<file path="config.mk">
export PLATFORM = sky130hd
export DESIGN_NAME = timer_event_counter_8bit
export DESIGN_NICKNAME = d
export VERILOG_FILES = /design/src/logic/input_sync2.v /design/src/logic/prescaler_tick.v /design/src/logic/timer_event_counter_8bit.v
export VERILOG_INCLUDE_DIRS = /design/src /design/src/logic
export SDC_FILE = /design/constraint.sdc
export NUM_CORES = 1
export LEC_CHECK = 0
export ABC_AREA = 1
export BUFFER_PORTS_ARGS = -buffer_cell sky130_fd_sc_hd__buf_2
export CORE_UTILIZATION = 52
export DETAILED_ROUTE_END_ITERATION = 10
export PLACE_DENSITY = 0.79
export SLEW_MARGIN = 10
export SYNTH_ARGS = -nofsm -noshare
export SYNTH_HDL_FRONTEND = slang
export SYNTH_SLANG_ARGS = --single-unit
</file>
<file path="constraint.sdc">
create_clock -name pclk -period 1.75 [get_ports pclk]
set_clock_uncertainty 0.1 [all_clocks]
set_input_delay 0.175 -clock pclk [delete_from_list [all_inputs] [get_ports pclk]]
set_output_delay 0.175 -clock pclk [all_outputs]
set_load 0.01 [all_outputs]
</file>
<file path="src/logic/timer_event_counter_defs.vh">
`ifndef TIMER_EVENT_COUNTER_DEFS_VH
`define TIMER_EVENT_COUNTER_DEFS_VH
// ==========================================================
// Register map (byte addresses)
`define TEC_CONTROL_ADDR   12'h000
`define TEC_COUNT_ADDR     12'h004
`define TEC_MISC_ADDR      12'h008
`define TEC_STATUS_ADDR    12'h00C
`define TEC_MASK_ADDR      12'h010
// ==========================================================
// Control fields
`define TEC_MODE_HI        7
`define TEC_MODE_LO        6
`define TEC_CLK_SRC_BIT    5
`define TEC_RUN_BIT        4
`define TEC_EDGE_BIT       3
`define TEC_PSC_HI         2
`define TEC_PSC_LO         0
`define TEC_CONTROL_RESET  8'h08
// ==========================================================
// Misc control fields
`define TEC_REMAP_BIT      0
`define TEC_MISC_RESET     1'b0
// ==========================================================
// Mode codes
`define TEC_MODE_NONE      2'h0
`define TEC_MODE_EVENT     2'h1
`define TEC_MODE_TIMER     2'h2
`define TEC_MODE_CAPTURE   2'h3
// ==========================================================
// Counter limits
`define TEC_COUNT_MAX      8'hFF
`define TEC_PSC_RESET      7'h00
`endif

</file>
<file path="src/logic/input_sync2.v">
`timescale 1ns/100ps
// ==========================================================
// Two-stage synchroniser
module input_sync2 (
  // Clock and reset
  input  wire pclk,
  input  wire presetn,
  // Data
  input  wire async_in,
  output wire sync_out
);
  reg meta_q;
  reg sync_q;

  always @(posedge pclk or negedge presetn) begin
    if (!presetn) begin
      meta_q <= 1'b0;
      sync_q <= 1'b0;
    end else begin
      meta_q <= async_in;
      sync_q <= meta_q;
    end
  end

  assign sync_out = sync_q;
endmodule // input_sync2

</file>
<file path="src/logic/prescaler_tick.v">
`timescale 1ns/100ps
`include "timer_event_counter_defs.vh"
// ==========================================================
// Power-of-two prescaler, one-cycle tick output
module prescaler_tick #(
  parameter WIDTH = 7
) (
  // Clock and reset
  input  wire       pclk,
  input  wire       presetn,
  // Control
  input  wire       src_tick,
  input  wire       run,
  input  wire [2:0] ratio_sel,
  // Output
  output reg        tick
);
  reg  [WIDTH-1:0] div_q;
  wire [WIDTH-1:0] div_mask;

  // Terminal count is 2^ratio - 1
  assign div_mask = ~({WIDTH{1'b1}} << ratio_sel);

  always @(posedge pclk or negedge presetn) begin
    if (!presetn) begin
      div_q <= `TEC_PSC_RESET;
      tick  <= 1'b0;
    end else if (!run) begin
      div_q <= `TEC_PSC_RESET;
      tick  <= 1'b0;
    end else if (src_tick) begin
      if ((div_q & div_mask) == div_mask) begin
        div_q <= `TEC_PSC_RESET;
        tick  <= 1'b1;
      end else begin
        div_q <= div_q + {{(WIDTH-1){1'b0}}, 1'b1};
        tick  <= 1'b0;
      end
    end else begin
      tick <= 1'b0;
    end
  end
endmodule // prescaler_tick

</file>
<file path="src/logic/timer_event_counter_8bit.v">
// The placing of the registers and the APB register port were left to the implementer.
`timescale 1ns/100ps
`include "timer_event_counter_defs.vh"
module timer_event_counter_8bit #(
  parameter PSC_WIDTH = 7
) (
  // APB
  input  wire        pclk,
  input  wire        presetn,
  input  wire        psel,
  input  wire        penable,
  input  wire        pwrite,
  input  wire [11:0] paddr,
  input  wire [31:0] pwdata,
  output reg  [31:0] prdata,
  output wire        pready,
  output wire        pslverr,
  // Clock sources and pins
  input  wire        crystal_clk_in,
  input  wire        pwm_enable,
  input  wire        event_pin_default,
  input  wire        event_pin_alt,
  // Interrupt and status
  output wire        irq,
  output reg         overflow_pulse
);
  // ==========================================================
  // Registers
  reg  [7:0] control_q;
  reg  [7:0] count_q;
  reg  [7:0] preload_q;
  reg        remap_q;
  reg        status_q;
  reg        mask_q;
  reg        pin_prev_q;
  reg        xtal_prev_q;
  reg        capture_active_q;

  wire       wr_en;
  wire       rd_en;
  wire       addr_ok;
  wire [1:0] mode;
  wire       run;
  wire       edge_sel;
  wire       pin_def_s;
  wire       pin_alt_s;
  wire       xtal_s;
  wire       pin_s;
  wire       rise;
  wire       fall;
  wire       xtal_tick;
  wire       src_tick;
  wire       psc_tick;
  wire       internal_mode;
  reg        count_step;
  reg  [7:0] count_d;
  reg  [7:0] preload_d;
  reg  [7:0] control_d;
  reg        remap_d;
  reg        mask_d;
  reg        status_d;
  reg        capture_d;
  reg        overflow_d;
  reg [31:0] prdata_d;

  wire       wr_control;
  wire       wr_count;
  wire       wr_misc;
  wire       wr_status;
  wire       wr_mask;
  wire       at_max;
  wire       start_edge;
  wire       stop_edge;
  wire       event_step;
  wire       timer_step;
  wire       capture_step;

  // ==========================================================
  // Bus decode
  assign pready  = 1'b1;
  assign addr_ok = (paddr == `TEC_CONTROL_ADDR) ||
                   (paddr == `TEC_COUNT_ADDR) ||
                   (paddr == `TEC_MISC_ADDR) ||
                   (paddr == `TEC_STATUS_ADDR) ||
                   (paddr == `TEC_MASK_ADDR);
  assign pslverr = psel & penable & ~addr_ok;
  assign wr_en   = psel & penable & pwrite & addr_ok;
  assign rd_en   = psel & ~penable & ~pwrite;

  // ==========================================================
  // Write strobes per register
  assign wr_control = wr_en && (paddr == `TEC_CONTROL_ADDR);
  assign wr_count   = wr_en && (paddr == `TEC_COUNT_ADDR);
  assign wr_misc    = wr_en && (paddr == `TEC_MISC_ADDR);
  assign wr_status  = wr_en && (paddr == `TEC_STATUS_ADDR);
  assign wr_mask    = wr_en && (paddr == `TEC_MASK_ADDR);

  // ==========================================================
  // Control fields
  // mode decode
  assign mode     = control_q[`TEC_MODE_HI:`TEC_MODE_LO];
  assign run      = control_q[`TEC_RUN_BIT];
  assign edge_sel = control_q[`TEC_EDGE_BIT];

  // ==========================================================
  // Pin synchronisers
  // two-flop sync
  input_sync2 u_sync_def (
    .pclk     (pclk),
    .presetn  (presetn),
    .async_in (event_pin_default),
    .sync_out (pin_def_s)
  );

  input_sync2 u_sync_alt (
    .pclk     (pclk),
    .presetn  (presetn),
    .async_in (event_pin_alt),
    .sync_out (pin_alt_s)
  );

  // Crystal runs much slower than pclk, so it is sampled as a level
  input_sync2 u_sync_xtal (
    .pclk     (pclk),
    .presetn  (presetn),
    .async_in (crystal_clk_in),
    .sync_out (xtal_s)
  );

  assign pin_s = remap_q ? pin_alt_s : pin_def_s;
  assign rise  = pin_s & ~pin_prev_q;
  assign fall  = ~pin_s & pin_prev_q;
  // Counting on high to low transition of the crystal
  assign xtal_tick = ~xtal_s & xtal_prev_q;

  // ==========================================================
  // Prescaler source
  // clock source
  assign src_tick = (control_q[`TEC_CLK_SRC_BIT] && !pwm_enable) ?
                    xtal_tick : 1'b1;
  assign internal_mode = (mode == `TEC_MODE_TIMER) ||
                         (mode == `TEC_MODE_CAPTURE);

  prescaler_tick #(
    .WIDTH (PSC_WIDTH)
  ) u_prescaler (
    .pclk      (pclk),
    .presetn   (presetn),
    .src_tick  (src_tick),
    .run       (run & internal_mode),
    .ratio_sel (control_q[`TEC_PSC_HI:`TEC_PSC_LO]),
    .tick      (psc_tick)
  );

  // ==========================================================
  // Count step select
  // event edge
  assign event_step   = run & (edge_sel ? fall : rise);
  assign timer_step   = run & psc_tick;
  assign capture_step = run & capture_active_q & psc_tick;

  always @* begin
    case (mode)
      `TEC_MODE_EVENT:   count_step = event_step;
      `TEC_MODE_TIMER:   count_step = timer_step;
      `TEC_MODE_CAPTURE: count_step = capture_step;
      default:           count_step = 1'b0;
    endcase
  end

  // ==========================================================
  // Capture window and edge history
  // start and stop edges
  assign start_edge = edge_sel ? rise : fall;
  assign stop_edge  = edge_sel ? fall : rise;

  always @* begin
    capture_d = capture_active_q;
    if (mode != `TEC_MODE_CAPTURE || !run) begin
      // Leaving capture or stopping closes the window at once
      capture_d = 1'b0;
    end else if (start_edge) begin
      capture_d = 1'b1;
    end else if (stop_edge) begin
      capture_d = 1'b0;
    end
  end

  always @(posedge pclk or negedge presetn) begin
    if (!presetn) begin
      pin_prev_q       <= 1'b0;
      xtal_prev_q      <= 1'b0;
      capture_active_q <= 1'b0;
    end else begin
      pin_prev_q       <= pin_s;
      xtal_prev_q      <= xtal_s;
      capture_active_q <= capture_d;
    end
  end

  // ==========================================================
  // Control registers
  always @* begin
    control_d = control_q;
    remap_d   = remap_q;
    mask_d    = mask_q;
    preload_d = preload_q;
    if (wr_control)
      control_d = pwdata[7:0];
    if (wr_misc)
      remap_d = pwdata[`TEC_REMAP_BIT];
    if (wr_mask)
      mask_d = pwdata[0];
    if (wr_count)
      preload_d = pwdata[7:0];
  end

  always @(posedge pclk or negedge presetn) begin
    if (!presetn) begin
      control_q <= `TEC_CONTROL_RESET;
      remap_q   <= `TEC_MISC_RESET;
      mask_q    <= 1'b0;
    end else begin
      control_q <= control_d;
      remap_q   <= remap_d;
      mask_q    <= mask_d;
    end
  end

  // preload has no reset
  // Software must write it before the first reload; unknown until then
  always @(posedge pclk) begin
    preload_q <= preload_d;
  end

  // ==========================================================
  // Live counter
  assign at_max = (count_q == `TEC_COUNT_MAX);

  always @* begin
    count_d    = count_q;
    overflow_d = 1'b0;
    if (wr_count && !run) begin
      count_d = pwdata[7:0];
    end else if (count_step) begin
      if (at_max) begin
        count_d    = preload_q;
        overflow_d = 1'b1;
      end else begin
        count_d = count_q + 8'h01;
      end
    end
  end

  always @(posedge pclk or negedge presetn) begin
    if (!presetn) begin
      count_q        <= 8'h00;
      overflow_pulse <= 1'b0;
    end else begin
      count_q        <= count_d;
      overflow_pulse <= overflow_d;
    end
  end

  // ==========================================================
  // Interrupt status, write one to clear
  // Set wins over a clear in the same cycle, so no overflow is lost
  always @* begin
    status_d = status_q;
    if (overflow_pulse) begin
      status_d = 1'b1;
    end else if (wr_status && pwdata[0]) begin
      status_d = 1'b0;
    end
  end

  always @(posedge pclk or negedge presetn) begin
    if (!presetn) begin
      status_q <= 1'b0;
    end else begin
      status_q <= status_d;
    end
  end

  // Level output from flops only, no glitch from the bus
  assign irq = status_q & mask_q;

  // ==========================================================
  // Read data, registered in setup phase
  // Taken one cycle early so zero wait states still meet timing
  always @* begin
    case (paddr)
      `TEC_CONTROL_ADDR: prdata_d = {24'h000000, control_q};
      `TEC_COUNT_ADDR:   prdata_d = {24'h000000, count_q};
      `TEC_MISC_ADDR:    prdata_d = {31'h00000000, remap_q};
      `TEC_STATUS_ADDR:  prdata_d = {31'h00000000, status_q};
      `TEC_MASK_ADDR:    prdata_d = {31'h00000000, mask_q};
      default:           prdata_d = 32'h00000000;
    endcase
  end

  always @(posedge pclk or negedge presetn) begin
    if (!presetn) begin
      prdata <= 32'h00000000;
    end else if (rd_en) begin
      prdata <= prdata_d;
    end
  end
endmodule // timer_event_counter_8bit

</file>
## Word-level counts from Yosys, hierarchy flattened

Cells that the tools add are included.

| word-level totals | value |
|---|---|
| bits in registers | 77 |
| output and inout bits | 36 |
| input port bits | 53 |
| word-level logic and storage cells | 99 |

| operators by class | value |
|---|---|
| reductions and logical operators | 20 |
| bitwise gates (word level) | 23 |
| add/subtract/negate cells | 2 |
| shift-type cells | 1 |
| equal/unequal tests | 11 |
| multiplexer cells | 23 |

Operator list:

| kind | number |
|---|---|
| $pmux W8 S5 | 1 |
| $eq A12 B4 Y1 const B | 2 |
| $mux W8 | 3 |
| $mux W7 | 3 |
| $and A1 B1 Y1 | 15 |
| $mux W1 | 15 |
| $eq A12 B3 Y1 const B | 1 |
| $eq A12 B5 Y1 const B | 1 |
| $logic_not A12 Y1 | 1 |
| $add A8 B1 Y8 const B | 1 |
| $eq A8 B8 Y1 const B | 1 |
| $logic_and A1 B1 Y1 | 8 |
| $add A7 B1 Y7 const B | 1 |
| $and A7 B7 Y7 | 1 |
| $eq A7 B7 Y1 | 1 |
| $not A7 Y7 | 1 |
| $shl A7 B3 Y7 const A | 1 |
| $logic_or A1 B1 Y1 | 6 |
| $not A1 Y1 | 6 |
| $eq A2 B2 Y1 const B | 2 |
| $ne A2 B2 Y1 const B | 2 |
| $reduce_bool A2 Y1 | 2 |
| $pmux W1 S3 | 1 |
| $reduce_bool A3 Y1 | 1 |
| other kinds (2) | 3 |

## Longest topological paths before layout

Gate-level depths: netlist (run 1).

| logic depth | value |
|---|---|
| depth in word-level cells | 10 |
| gate-level depth with buffers | 11 |
| depth with buffers taken out | 10 |

## Hierarchy

From an unflattened synthesis (run 1), not the netlist that was laid out.

| unflattened totals | value |
|---|---|
| cells, all modules | 375 |
| area, all modules | 2979.1 µm² |

By module, submodules not included:

| module | seq. area each (µm²) | times used | area each (µm²) | cells an instance |
|---|---|---|---|---|
| timer_event_counter_8bit | 1017.2 | 1 | 2336.0 | 303 |
| prescaler_tick | 200.2 | 1 | 493.0 | 66 |
| input_sync2 | 50.0 | 3 | 50.0 | 2 |

## Worst setup path after synthesis (run 1)

Ideal clock, no wire load.

| timing path | value |
|---|---|
| path type | input port to flip-flop |
| start | input paddr[11] |
| end | register preload_q[0] (enable) |
| data required time | 1267 ps |
| cell stages on the path | 9 |
| slack | -227 ps |
| arrival | 1494 ps |
| setup time | 383 ps |
| path buffers | 0 |
| path through | nor2_2 nand2_2 nor2_8 nand2_1 nand2_1 nor2_2 nor2_4 inv_1 nor3_1 |

| between the ends | value |
|---|---|
| word-level cells in the longest chain between the ends | 7 |
| elaborated cells on any way between the ends | 11 |
| classes of those cells | eq/ne: 4; bitwise: 1; reduce/logical: 6 |

RTL lines:

| item | RTL line | RTL |
|---|---|---|
| start, declared | timer_event_counter_8bit.v:13 | `input wire [11:0] paddr,` |
| $eq A12 B3 Y1 or $logic_not A12 Y1 (tied branches) | - |  |
| $logic_or A1 B1 Y1 (4 in a row) | timer_event_counter_8bit.v:81 | `` assign addr_ok = (paddr == `TEC_CONTROL_ADDR) \|\| `` |
| $and A1 B1 Y1 | timer_event_counter_8bit.v:87 | `assign wr_en = psel & penable & pwrite & addr_ok;` |
| $logic_and A1 B1 Y1 * | timer_event_counter_8bit.v:93 | `` assign wr_count = wr_en && (paddr == `TEC_COUNT_ADDR); `` |
| via wr_count | timer_event_counter_8bit.v:67 | `wire wr_count;` |
| end signal, assigned | timer_event_counter_8bit.v:233 | `preload_q <= preload_d;` |
| end, declared | timer_event_counter_8bit.v:31 | `reg [7:0] preload_q;` |

Mark *: on every way through the listed nets, which the timed path passes. The rest lies on a longest branch.
A chain may end at the register's enable or synchronous reset.

## Worst setup path in the final report (run 1)

| timing path | value |
|---|---|
| start | register count_q[1] |
| end | register count_q[0] |

| between the ends | value |
|---|---|
| word-level cells in the longest chain between the ends | 4 |

RTL lines:

| item | RTL line | RTL |
|---|---|---|
| start, declared | timer_event_counter_8bit.v:30 | `reg [7:0] count_q;` |
| start signal, assigned | timer_event_counter_8bit.v:260 | `count_q <= count_d;` |
| $eq A8 B8 Y1 (no line) | - |  |
| $mux W8 | timer_event_counter_8bit.v:246 | `if (at_max) begin` |
| $mux W8 | timer_event_counter_8bit.v:245 | `end else if (count_step) begin` |
| $mux W8 | timer_event_counter_8bit.v:243 | `if (wr_count && !run) begin` |

Every way passes these cells. The select of a mux whose other input is x is not followed.

==> impl_metrics.toml, run 1 <==
[outcome]
status = "completed"

[critical_path]
cp-start-kind = "flip-flop"
cpPeakStageDelay_ps = 420
critical_path_buf_inv_count = 2
worstPathRequired_ps = 1850
worst_path_max_delay_cell = "dfrtp_1"
critical_path.endpoint_type = "flip-flop"
worstPathArrival_ps = 1840
worstSetupPathType = "flip-flop to flip-flop"
timing.critical_path.fanout_max = 5
critical_path.cell_chain = "ha_4 -> nand3_4 -> nor3_4 -> buf_6 -> buf_4 -> a31oi_1 -> o21ai_1 -> nand3_1"
crit_family = "simple AND/OR/NAND/NOR gates"

[yosys]
synth_enable_flop_cells = 8
syn_area_um2 = 2930
post_synth_main_area_contributors = "dfrtp_1 (38%), nand2_1 (9.5%), edfxtp_1 (8.2%)"
post_synthesis_cell_type_with_the_largest_combined_area = "dfrtp_1"
synth-seq-area-share_pct = 46.7
netlist.area_leader.share_pct = 37.6
synth_cell_types = 41
synth.ff_latch_count = 53
post-synth-top-count-cell = "nand2_1"
yosysWarningCount = 0
ys_dominant_reg_cell = "dfrtp_1"
async_flop_share_pct = 84.9
ys_top_cells_by_count = "nand2_1 (74), dfrtp_1 (44), nand3_1 (41), inv_1 (38), buf_4 (26)"
cell_count_after_synthesis = 355
post_synth.cell_area_avg_um2 = 8.25

[clock_network]
clk_pin_slew_ps = 100
cts_tree = "yes"
clk_lat_worst_skew_ps = 320
clk_path_buf_depth = 2
root_buffer = "clkbuf_8"
count_of_h_tree_levels_built_during_cts = 2
cts.sink_count = 53
cts_inserted_buffers = 5

[finish]
area_growth_pct = 21.4
fillers = 440
utilization_pct = 67.5
layout-drive-gt1-share_pct = 24.1
num_antenna_cells = 0
final_nets = 485

[routing]
drt_first_pass_iters = 5
detail_route.wl_per_cell_um = 13.3
totalWireLength_um = 6640
drc_errors = 0
dr_total_vias = 2579
wl_met2_um = 3280
met3WireLength_um = 378
routedLengthMet1_um = 2900
dr_iter_0_viols = 163
via_per_inst = 5.15
ant_nets = 0
highest_signal_layer_in_the_routed_design = "met4"

[floorplanning]
dieArea_um2 = 5940
die_w_um = 77.1
design.portCount = 89
core_area_um2 = 5270
initial_core_util_pct = 55.6
num_rows = 26
die_height_um = 77.1

[global_routing]
grt_start_max_net_pins = 27
antenna_found_initial = 0
global_route.overflow_total = 0
vias_in_the_first_global_route = 2475
grt.total_usage_pct = 23.9
grt_first_pass_wirelength_um = 11100

[power]
powerDensity_nw_per_um2 = 937
power_leakage_nw = 1.83
power_mw = 3.33
worst_ir_drop_vdd_v = 0.000766

[sta]
final_max_slew_viol_count = 0
timing.final.crit_share_pct = 99.2
timing_hold_violations_final = 0
setup_tns_ps = 0
finalCriticalPeriod_ps = 1740
fmax_ghz = 0.576
unrepaired_setup_endpoints_after_global_routing = "yes"
setup_viol_count_final = 0

[placement]
dpl.hpwl_um = 4790
io_buf_count = 39
gp_congestion = 0.907

[min_path]
hold_class = "primary input to flip-flop"

[flow_run]
cap_viol_max_count = 0
[cell usage in the layout, fill, tap and decap left out, types with 3 or more instances in the layout]
master	n
nand2_1	73
dfrtp_1	44
buf_2	39
inv_1	38
nand3_1	38
conb_1	25
nor2_1	22
buf_4	22
o21ai_0	19
a21oi_1	12
nand4_1	12
dlygate4sd3_1	11
edfxtp_1	8
nor2_2	5
xor2_1	5
clkbuf_8	5
nor3_1	4
nor3_2	4
inv_2	3
nand2_2	3
[worst reg2reg max path: stages, from the launching register on]
cell	delay (ps)
dfrtp_1	420
ha_4	170
nand3_4	90
nor3_4	270
buf_6	160
buf_4	110
a31oi_1	60
o21ai_1	150
nand3_1	90
[cell type report]
type,instances,area [µm²],share of cell area [%]
repair buffers,75,513,14.4
inverters,42,158,4.43
multi-input cells,253,1340,37.8
well taps,70,87.6,2.46
clock inverters,3,20.0,0.563
clock buffers,5,68.8,1.93
flip-flops and latches,53,1370,38.4
[stage by stage]
step	worst slack [ps]	cells	cell area [µm²]	hold slack [ps]
4_1_cts	45.0	496	3450	35.7
2_1_floorplan	16.9	378	3020	-221
3_3_place_gp	35.5	477	3250	49.1
5_1_grt	-81.0	501	3560	45.6
3_5_place_dp	16.4	477	3250	57.6
6_report	14.1	501	3560	48.1
[sequential cells by signal (all words and copies together), names as in the netlist]
register,flops
capture_active_q,1
control_q,8
count_q,8
mask_q,1
overflow_pulse,1
pin_prev_q,1
prdata,8
preload_q,8
remap_q,1
status_q,1
u_prescaler.div_q,7
u_prescaler.tick,1
u_sync_alt.meta_q,1
u_sync_alt.sync_out,1
u_sync_def.meta_q,1
u_sync_def.sync_out,1
u_sync_xtal.meta_q,1
u_sync_xtal.sync_out,1
xtal_prev_q,1
[cells by family (layout without fill, tap and decap cells)]
family	after synthesis	count (layout)	share of synthesized area (%)
XOR/XNOR	5	5	1.49
buffers and inverters	72	125	12.8
flip-flops	53	53	46.7
multiplexers	2	2	0.726
other	2	25	0.256
AO/OA/AOI/OAI	47	47	9.14
adder cells (fa/ha/maj)	2	2	0.854
AND/OR/NAND/NOR	172	172	28.1
[power breakdown]
group / leakage (nW) / switching [mW] / internal [mW]
clock network: 0.0450 / 0.421 / 0.284
logic: 1.17 / 0.523 / 0.445
registers: 0.611 / 0.246 / 1.42
total: 1.83 / 1.19 / 2.14
[worst paths after layout]
path                                             start  slack [ps]  cells past startpoint                             to
min                                          pwdata[0]          50                      1         preload_q[0]$_DFFE_PP_
max reg2reg                     count_q[1]$_DFFE_PN0P_          10                      8         count_q[0]$_DFFE_PN0P_
min in group asynchronous                      presetn         240                      2           status_q$_DFFE_PN0P_
max in group asynchronous                      presetn         730                      3       control_q[3]$_DFFE_PN1P_
max                             count_q[1]$_DFFE_PN0P_          10                      8         count_q[0]$_DFFE_PN0P_
min reg2reg                u_sync_alt.meta_q$_DFF_PN0_         260                      0  u_sync_alt.sync_out$_DFF_PN0_
[routing by layer]
metal  GRT usage (%)  vias to the layer above
met1            31.3                     1197
met5               0                        -
met2            39.9                       97
li1                -                     1270
met4            6.42                        0
met3            5.36                       15
[what timing repair did]
action | in CTS | in global routing
hold buffers | 11 | 0
setup endpoints to repair | 0 | 8
buffers inserted | 0 | 5
hold endpoints to repair | 29 | 0
gates resized for setup | 0 | 16
Power figures use the tool's default switching activity.
==> run 2: changes to the inputs <==
--- a/config.mk
+++ b/config.mk
@@ -8,9 +8,10 @@
 export LEC_CHECK = 0
 export ABC_AREA = 1
 export BUFFER_PORTS_ARGS = -buffer_cell sky130_fd_sc_hd__buf_2
-export CORE_UTILIZATION = 52
+export CORE_MARGIN = 2
+export CORE_UTILIZATION = 30
 export DETAILED_ROUTE_END_ITERATION = 10
-export PLACE_DENSITY = 0.79
+export PLACE_DENSITY = 0.49
 export SLEW_MARGIN = 10
 export SYNTH_ARGS = -nofsm -noshare
 export SYNTH_HDL_FRONTEND = slang
==> constraint.sdc (replaced) <==
create_clock -name pclk -period 1.99 [get_ports pclk]
set_clock_uncertainty 0.1 [all_clocks]
set_input_delay 0.199 -clock pclk [delete_from_list [all_inputs] [get_ports pclk]]
set_output_delay 0.199 -clock pclk [all_outputs]
set_load 0.01 [all_outputs]
==> impl_metrics.toml, run 2 (same netlist as run 1, synthesis figures left out) <==
[finish]
layout-drive-gt1-share_pct = 20.3
area_growth_pct = 17.9
num_antenna_cells = 0
finish.instance_area_um2 = 3460
final_nets = 468
layout_commonest_cell = "nand2_1"
leading_cell_types_in_the_layout_fill_and_taps_excluded = "nand2_1 (74), dfrtp_1 (44), nand3_1 (41)"

[global_routing]
global_route.overflow_total = 0
vias_in_the_first_global_route = 2174
antenna_found_initial = 0
grt.total_usage_pct = 13.3
grt_peak_use_layer = "met2"
grtUsageMet3_pct = 2.44
grt_start_max_net_pins = 18
global_route.usage.met1_pct = 18.7
grtUsageMet2_pct = 21.6
grt_first_pass_wirelength_um = 10900

[power]
power.share.switching_pct = 32.5
worst_ir_drop_vdd_v = 0.000358
power_report.internal_total_mw = 1.99
p_seq_share_pct = 48.2
power_frac_clock_pct = 28.4
net-switching-power_mw = 0.959
power_leakage_nw = 1.74
powerDensity_nw_per_um2 = 853
combinationalPowerShare_pct = 23.4
power_mw = 2.95

[critical_path]
regToRegSetupSlack_ps = 250
r2r_end = "count_q[7]$_DFFE_PN0P_"
critical_path.cell_chain = "ha_1 -> nand3_1 -> nor3_4 -> buf_4 -> nand2_1 -> nand3_1 -> o211ai_1 -> nand2_1 -> nand3_1"
critical_path_buf_inv_count = 1
critical_path.endpoint_type = "flip-flop"
worst_path_max_delay_cell = "dfrtp_1"
ff2ff_path_depth = 9
worstSetupPathType = "flip-flop to flip-flop"
cpPeakStageDelay_ps = 420
worstPathRequired_ps = 2090
timing.critical_path.fanout_max = 5
cp-start-kind = "flip-flop"
timing.critical_path.mode_cell = "nand3_1"
crit-reg2reg-launch = "count_q[1]$_DFFE_PN0P_"
crit_family = "simple AND/OR/NAND/NOR gates"
worstPathArrival_ps = 1840

[sta]
fmax_ghz = 0.574
timing_hold_violations_final = 0
unrepaired_setup_endpoints_after_global_routing = "no"
final_max_slew_viol_count = 0
setup_viol_count_final = 0
timing.final.crit_share_pct = 87.5
setup_tns_ps = 0
finalCriticalPeriod_ps = 1740

[routing]
drt_first_pass_iters = 4
dr_iter_0_viols = 114
dr_total_vias = 2390
totalWireLength_um = 6760
ant_nets = 0
via_per_inst = 4.37
drc_errors = 0
detail_route.wl_per_cell_um = 12.4

[clock_network]
cts_tree = "yes"
clk_lat_worst_skew_ps = 310
cts.sink_count = 53
clk_path_buf_depth = 2
count_of_h_tree_levels_built_during_cts = 2
cts_inserted_buffers = 5
post_cts_resize_count = 0
clk_pin_slew_ps = 110
root_buffer = "clkbuf_8"

[outcome]
status = "completed"

[floorplanning]
die_height_um = 103
initial_core_util_pct = 30.4
design.portCount = 89
dieArea_um2 = 10600
num_rows = 36
die_w_um = 103
core_area_um2 = 9640

[flow_run]
cap_viol_max_count = 0

[placement]
dpl.hpwl_um = 5230
io_buf_count = 39
postPlaceCellArea_um2 = 3260
gp_congestion = 0.892

[min_path]
min_delay_worst_endpoint = "preload_q[2]$_DFFE_PP_"
hold_class = "primary input to flip-flop"
hold_path.startpoint = "pwdata[2]"
min_delay_path_depth = 1
run 2: routing by layer:
layer,wire (µm),vias to the layer above
met1,3270,1103
met2,3220,44
li1,-,1239
met5,0,-
met3,215,4
met4,63,0
run 2: power by group through the flow:
stage	clock, mW	combinational [mW]	sequential (mW)
after floorplan	0	0.572	1.37
after global placement	0	0.676	1.44
after detailed placement	0	0.684	1.45
after CTS	0.871	0.696	1.43
after global routing	0.911	0.802	1.45
final	0.837	0.691	1.42
run 2: worst max path at each step:
| stage | slack [ps] | endpoint | cells after the start | from |
|---|---|---|---|---|
| after global placement | 170 | preload_q[1]$_DFFE_PP_ | 11 | paddr[11] |
| after detailed placement | 150 | count_q[7]$_DFFE_PN0P_ | 9 | paddr[11] |
| final | 250 | count_q[7]$_DFFE_PN0P_ | 9 | count_q[1]$_DFFE_PN0P_ |
| after floorplan | 230 | preload_q[0]$_DFFE_PP_ | 9 | paddr[11] |
| after CTS | 260 | count_q[7]$_DFFE_PN0P_ | 9 | count_q[1]$_DFFE_PN0P_ |
| after global routing | 80 | count_q[5]$_DFFE_PN0P_ | 8 | count_q[1]$_DFFE_PN0P_ |
run 2: final cells by class:
type	instances	area (µm²)
inverters	42	158
flip-flops and latches	53	1370
well taps	133	166
multi-input cells	253	1280
clock buffers	6	93.8
repair buffers	58	353
fillers	1044	6180
clock inverters	2	38.8
run 2: what timing repair did:
item,4_1_cts,5_1_grt
hold endpoints to repair,20,0
buffers inserted,0,0
hold buffers,6,0
run 2: through the flow:
step	hold slack (ps)	worst slack [ps]	instances	util (%)
finish	10.5	249	547	35.9
global route	4.52	84.4	547	35.9
CTS	7.35	259	547	35.9
detailed placement	35.9	152	533	33.9
global placement	41.0	170	533	33.9
floorplan	-197	233	378	-
==> run 3: changes to the inputs <==
--- a/config.mk
+++ b/config.mk
@@ -9,10 +9,11 @@
 export ABC_AREA = 1
 export BUFFER_PORTS_ARGS = -buffer_cell sky130_fd_sc_hd__buf_2
 export CORE_MARGIN = 2
-export CORE_UTILIZATION = 30
+export CORE_UTILIZATION = 45
 export DETAILED_ROUTE_END_ITERATION = 10
-export PLACE_DENSITY = 0.49
+export PLACE_DENSITY = 0.69
 export SLEW_MARGIN = 10
 export SYNTH_ARGS = -nofsm -noshare
 export SYNTH_HDL_FRONTEND = slang
+export SYNTH_HIERARCHICAL = 1
 export SYNTH_SLANG_ARGS = --single-unit
==> impl_metrics.toml, run 3 <==
[outcome]
status = "completed"

[critical_path]
cp-start-kind = "flip-flop"
timing.critical_path.fanout_max = 4
worstPathArrival_ps = 2000
crit-reg2reg-launch = "count_q[1]$_DFFE_PN0P_"
critical_path.endpoint = "count_q[2]$_DFFE_PN0P_"
worstSetupPathType = "flip-flop to flip-flop"
ff2ff_path_depth = 10
worstPathRequired_ps = 2130
r2r_end = "count_q[2]$_DFFE_PN0P_"
cp-startpoint = "count_q[1]$_DFFE_PN0P_"
critical_path.endpoint_type = "flip-flop"
regToRegSetupSlack_ps = 130

[sta]
fmax_ghz = 0.537
hold_ws_ps = 22.5
slew-limit-headroom_pct = 60.0
finalCriticalPeriod_ps = 1860
setup_tns_ps = 0
timing_hold_violations_final = 0
timing.final.crit_share_pct = 93.5
worstMarginPinSlew_ps = 594
setup_viol_count_final = 0
final_max_slew_viol_count = 0
unrepaired_setup_endpoints_after_global_routing = "no"

[floorplanning]
num_rows = 29
die_height_um = 85.4
core_area_um2 = 6390
initial_core_util_pct = 46.6
dieArea_um2 = 7290
die_w_um = 85.4
design.portCount = 89

[yosys]
cell_count_after_synthesis = 375
ys_top_cells_by_count = "nand2_1 (113), dfrtp_1 (44), inv_1 (38), nand3_1 (33)"
syn_area_um2 = 2980
yosysWarningCount = 6
async_flop_share_pct = 84.9
post_synthesis_cell_type_with_the_largest_combined_area = "dfrtp_1"
netlist.area_leader.share_pct = 37.0
synth_enable_flop_cells = 8
synth.ff_latch_count = 53
post_synth_main_area_contributors = "dfrtp_1 (37%), nand2_1 (14%), edfxtp_1 (8.1%)"
synth_cell_types = 36
post_synth.cell_area_avg_um2 = 7.94
ys_dominant_reg_cell = "dfrtp_1"
post-synth-top-count-cell = "nand2_1"
synth-seq-area-share_pct = 45.9

[global_routing]
grt_first_pass_wirelength_um = 10100
grt.total_usage_pct = 17.5
antenna_found_initial = 0
vias_in_the_first_global_route = 2161
global_route.overflow_total = 0
grt_start_max_net_pins = 46

[power]
net-switching-power_mw = 0.620
power_report.internal_total_mw = 1.68
powerDensity_nw_per_um2 = 683
combinationalPowerShare_pct = 14.4
power_frac_clock_pct = 31.6
p_seq_share_pct = 54.0
power.share.switching_pct = 26.9
worst_ir_drop_vdd_v = 0.000671
power_leakage_nw = 1.85

[flow_run]
cap_viol_max_count = 0

[routing]
dr_iter_0_viols = 121
drc_errors = 0
detail_route.wl_per_cell_um = 11.8
drt_first_pass_iters = 4
ant_nets = 0
totalWireLength_um = 5960
dr_total_vias = 2431
via_per_inst = 4.79

[clock_network]
clk_path_buf_depth = 2
cts_inserted_buffers = 5
clk_lat_worst_skew_ps = 300
cts_tree = "yes"
clk_pin_slew_ps = 90
root_buffer = "clkbuf_8"
count_of_h_tree_levels_built_during_cts = 2
cts.sink_count = 53

[placement]
dpl.hpwl_um = 4500
io_buf_count = 39
gp_congestion = 0.909

[finish]
leading_cell_types_in_the_layout_fill_and_taps_excluded = "nand2_1 (113), dfrtp_1 (44), buf_2 (39)"
layout_commonest_cell = "nand2_1"
layout-drive-gt1-share_pct = 19.5
fillers = 599
num_antenna_cells = 0
area_growth_pct = 13.2
final_nets = 484

[min_path]
hold_class = "primary input to flip-flop"
-- run 3: area by class of cell --
| cell class | instances | area, µm² | share of cell area (%) |
|---|---|---|---|
| Timing Repair Buffer | 53 | 313 | 9.28 |
| Clock inverter | 3 | 45.0 | 1.34 |
| Sequential cell | 53 | 1370 | 40.6 |
| Multi-Input combinational cell | 273 | 1320 | 39.1 |
| Inverter | 43 | 164 | 4.86 |
| Clock buffer | 5 | 68.8 | 2.04 |
| Tap cell | 77 | 96.3 | 2.86 |
-- run 3: routing by layer --
layer,GRT usage (%),up-vias,part of all wire [%],wire [µm]
li1,-,1241,-,-
met1,23.7,1121,45,2670
met2,29.5,65,50,2970
met3,2.92,4,4.7,279
met4,4.18,0,0.77,46
met5,0,-,0,0
-- run 3: power by group through the flow --
| stage | Clock [mW] | Combinational (mW) | Sequential [mW] |
|---|---|---|---|
| after floorplan | 0 | 0.262 | 1.25 |
| after global placement | 0 | 0.317 | 1.26 |
| after detailed placement | 0 | 0.325 | 1.26 |
| after CTS | 0.752 | 0.332 | 1.24 |
| after global routing | 0.795 | 0.387 | 1.26 |
| final | 0.728 | 0.332 | 1.24 |
-- run 3: worst max-delay path, stage by stage, from the launching register on --
cell and delay [ps]:
dfrtp_1 410, ha_1 200, nand2_1 80, nor2_2 170, nand3_2 150, nor3_4 270, buf_4 180, nand2_1 60
nand2_1 60, nand2_1 60, nand3_1 80
-- run 3: worst min path at each step --
stage	startpoint	endpoint	slack, ps	cells after the start
after global routing	pwdata[2]	preload_q[2]$_DFFE_PP_	10	1
after global placement	presetn	u_prescaler/div_q[4]$_DFFE_PN0P_	210	2
final	pwdata[7]	preload_q[7]$_DFFE_PP_	20	1
after detailed placement	event_pin_default	u_sync_def/meta_q$_DFF_PN0_	210	1
after CTS	pwdata[1]	preload_q[1]$_DFFE_PP_	10	1
after floorplan	presetn	capture_active_q$_DFFE_PN0P_	-200	0
-- run 3: per-stage QoR --
stage	utilization, %	instances	cell area, µm²	worst slack [ps]	power (mW)
2_1_floorplan	-	398	3070	218	1.51
3_3_place_gp	49.9	492	3190	227	1.58
3_5_place_dp	49.9	492	3190	182	1.59
4_1_cts	52.3	504	3340	154	2.33
5_1_grt	52.8	507	3370	37.0	2.44
6_report	52.8	507	3370	129	2.30
-- run 3: kinds of logic (layout without fill, tap and decap cells) --
logic type	count (synthesis)	in the layout	synth area share, %
and+or+nand+nor	209	209	32.0
buffers and inverters	72	104	13.1
DFF	53	53	45.9
AOI/OAI and AO/OA	30	30	5.75
xor gates and xnor gates	7	7	2.06
adders and majority gates	2	2	0.840
other	2	25	0.252
-- run 3: timing repair --
action,4_1_cts,5_1_grt
endpoints found under the hold margin,47,1
setup endpoints to repair,0,3
gates resized for setup,0,1
hold buffers,4,1
setup buffers,0,2
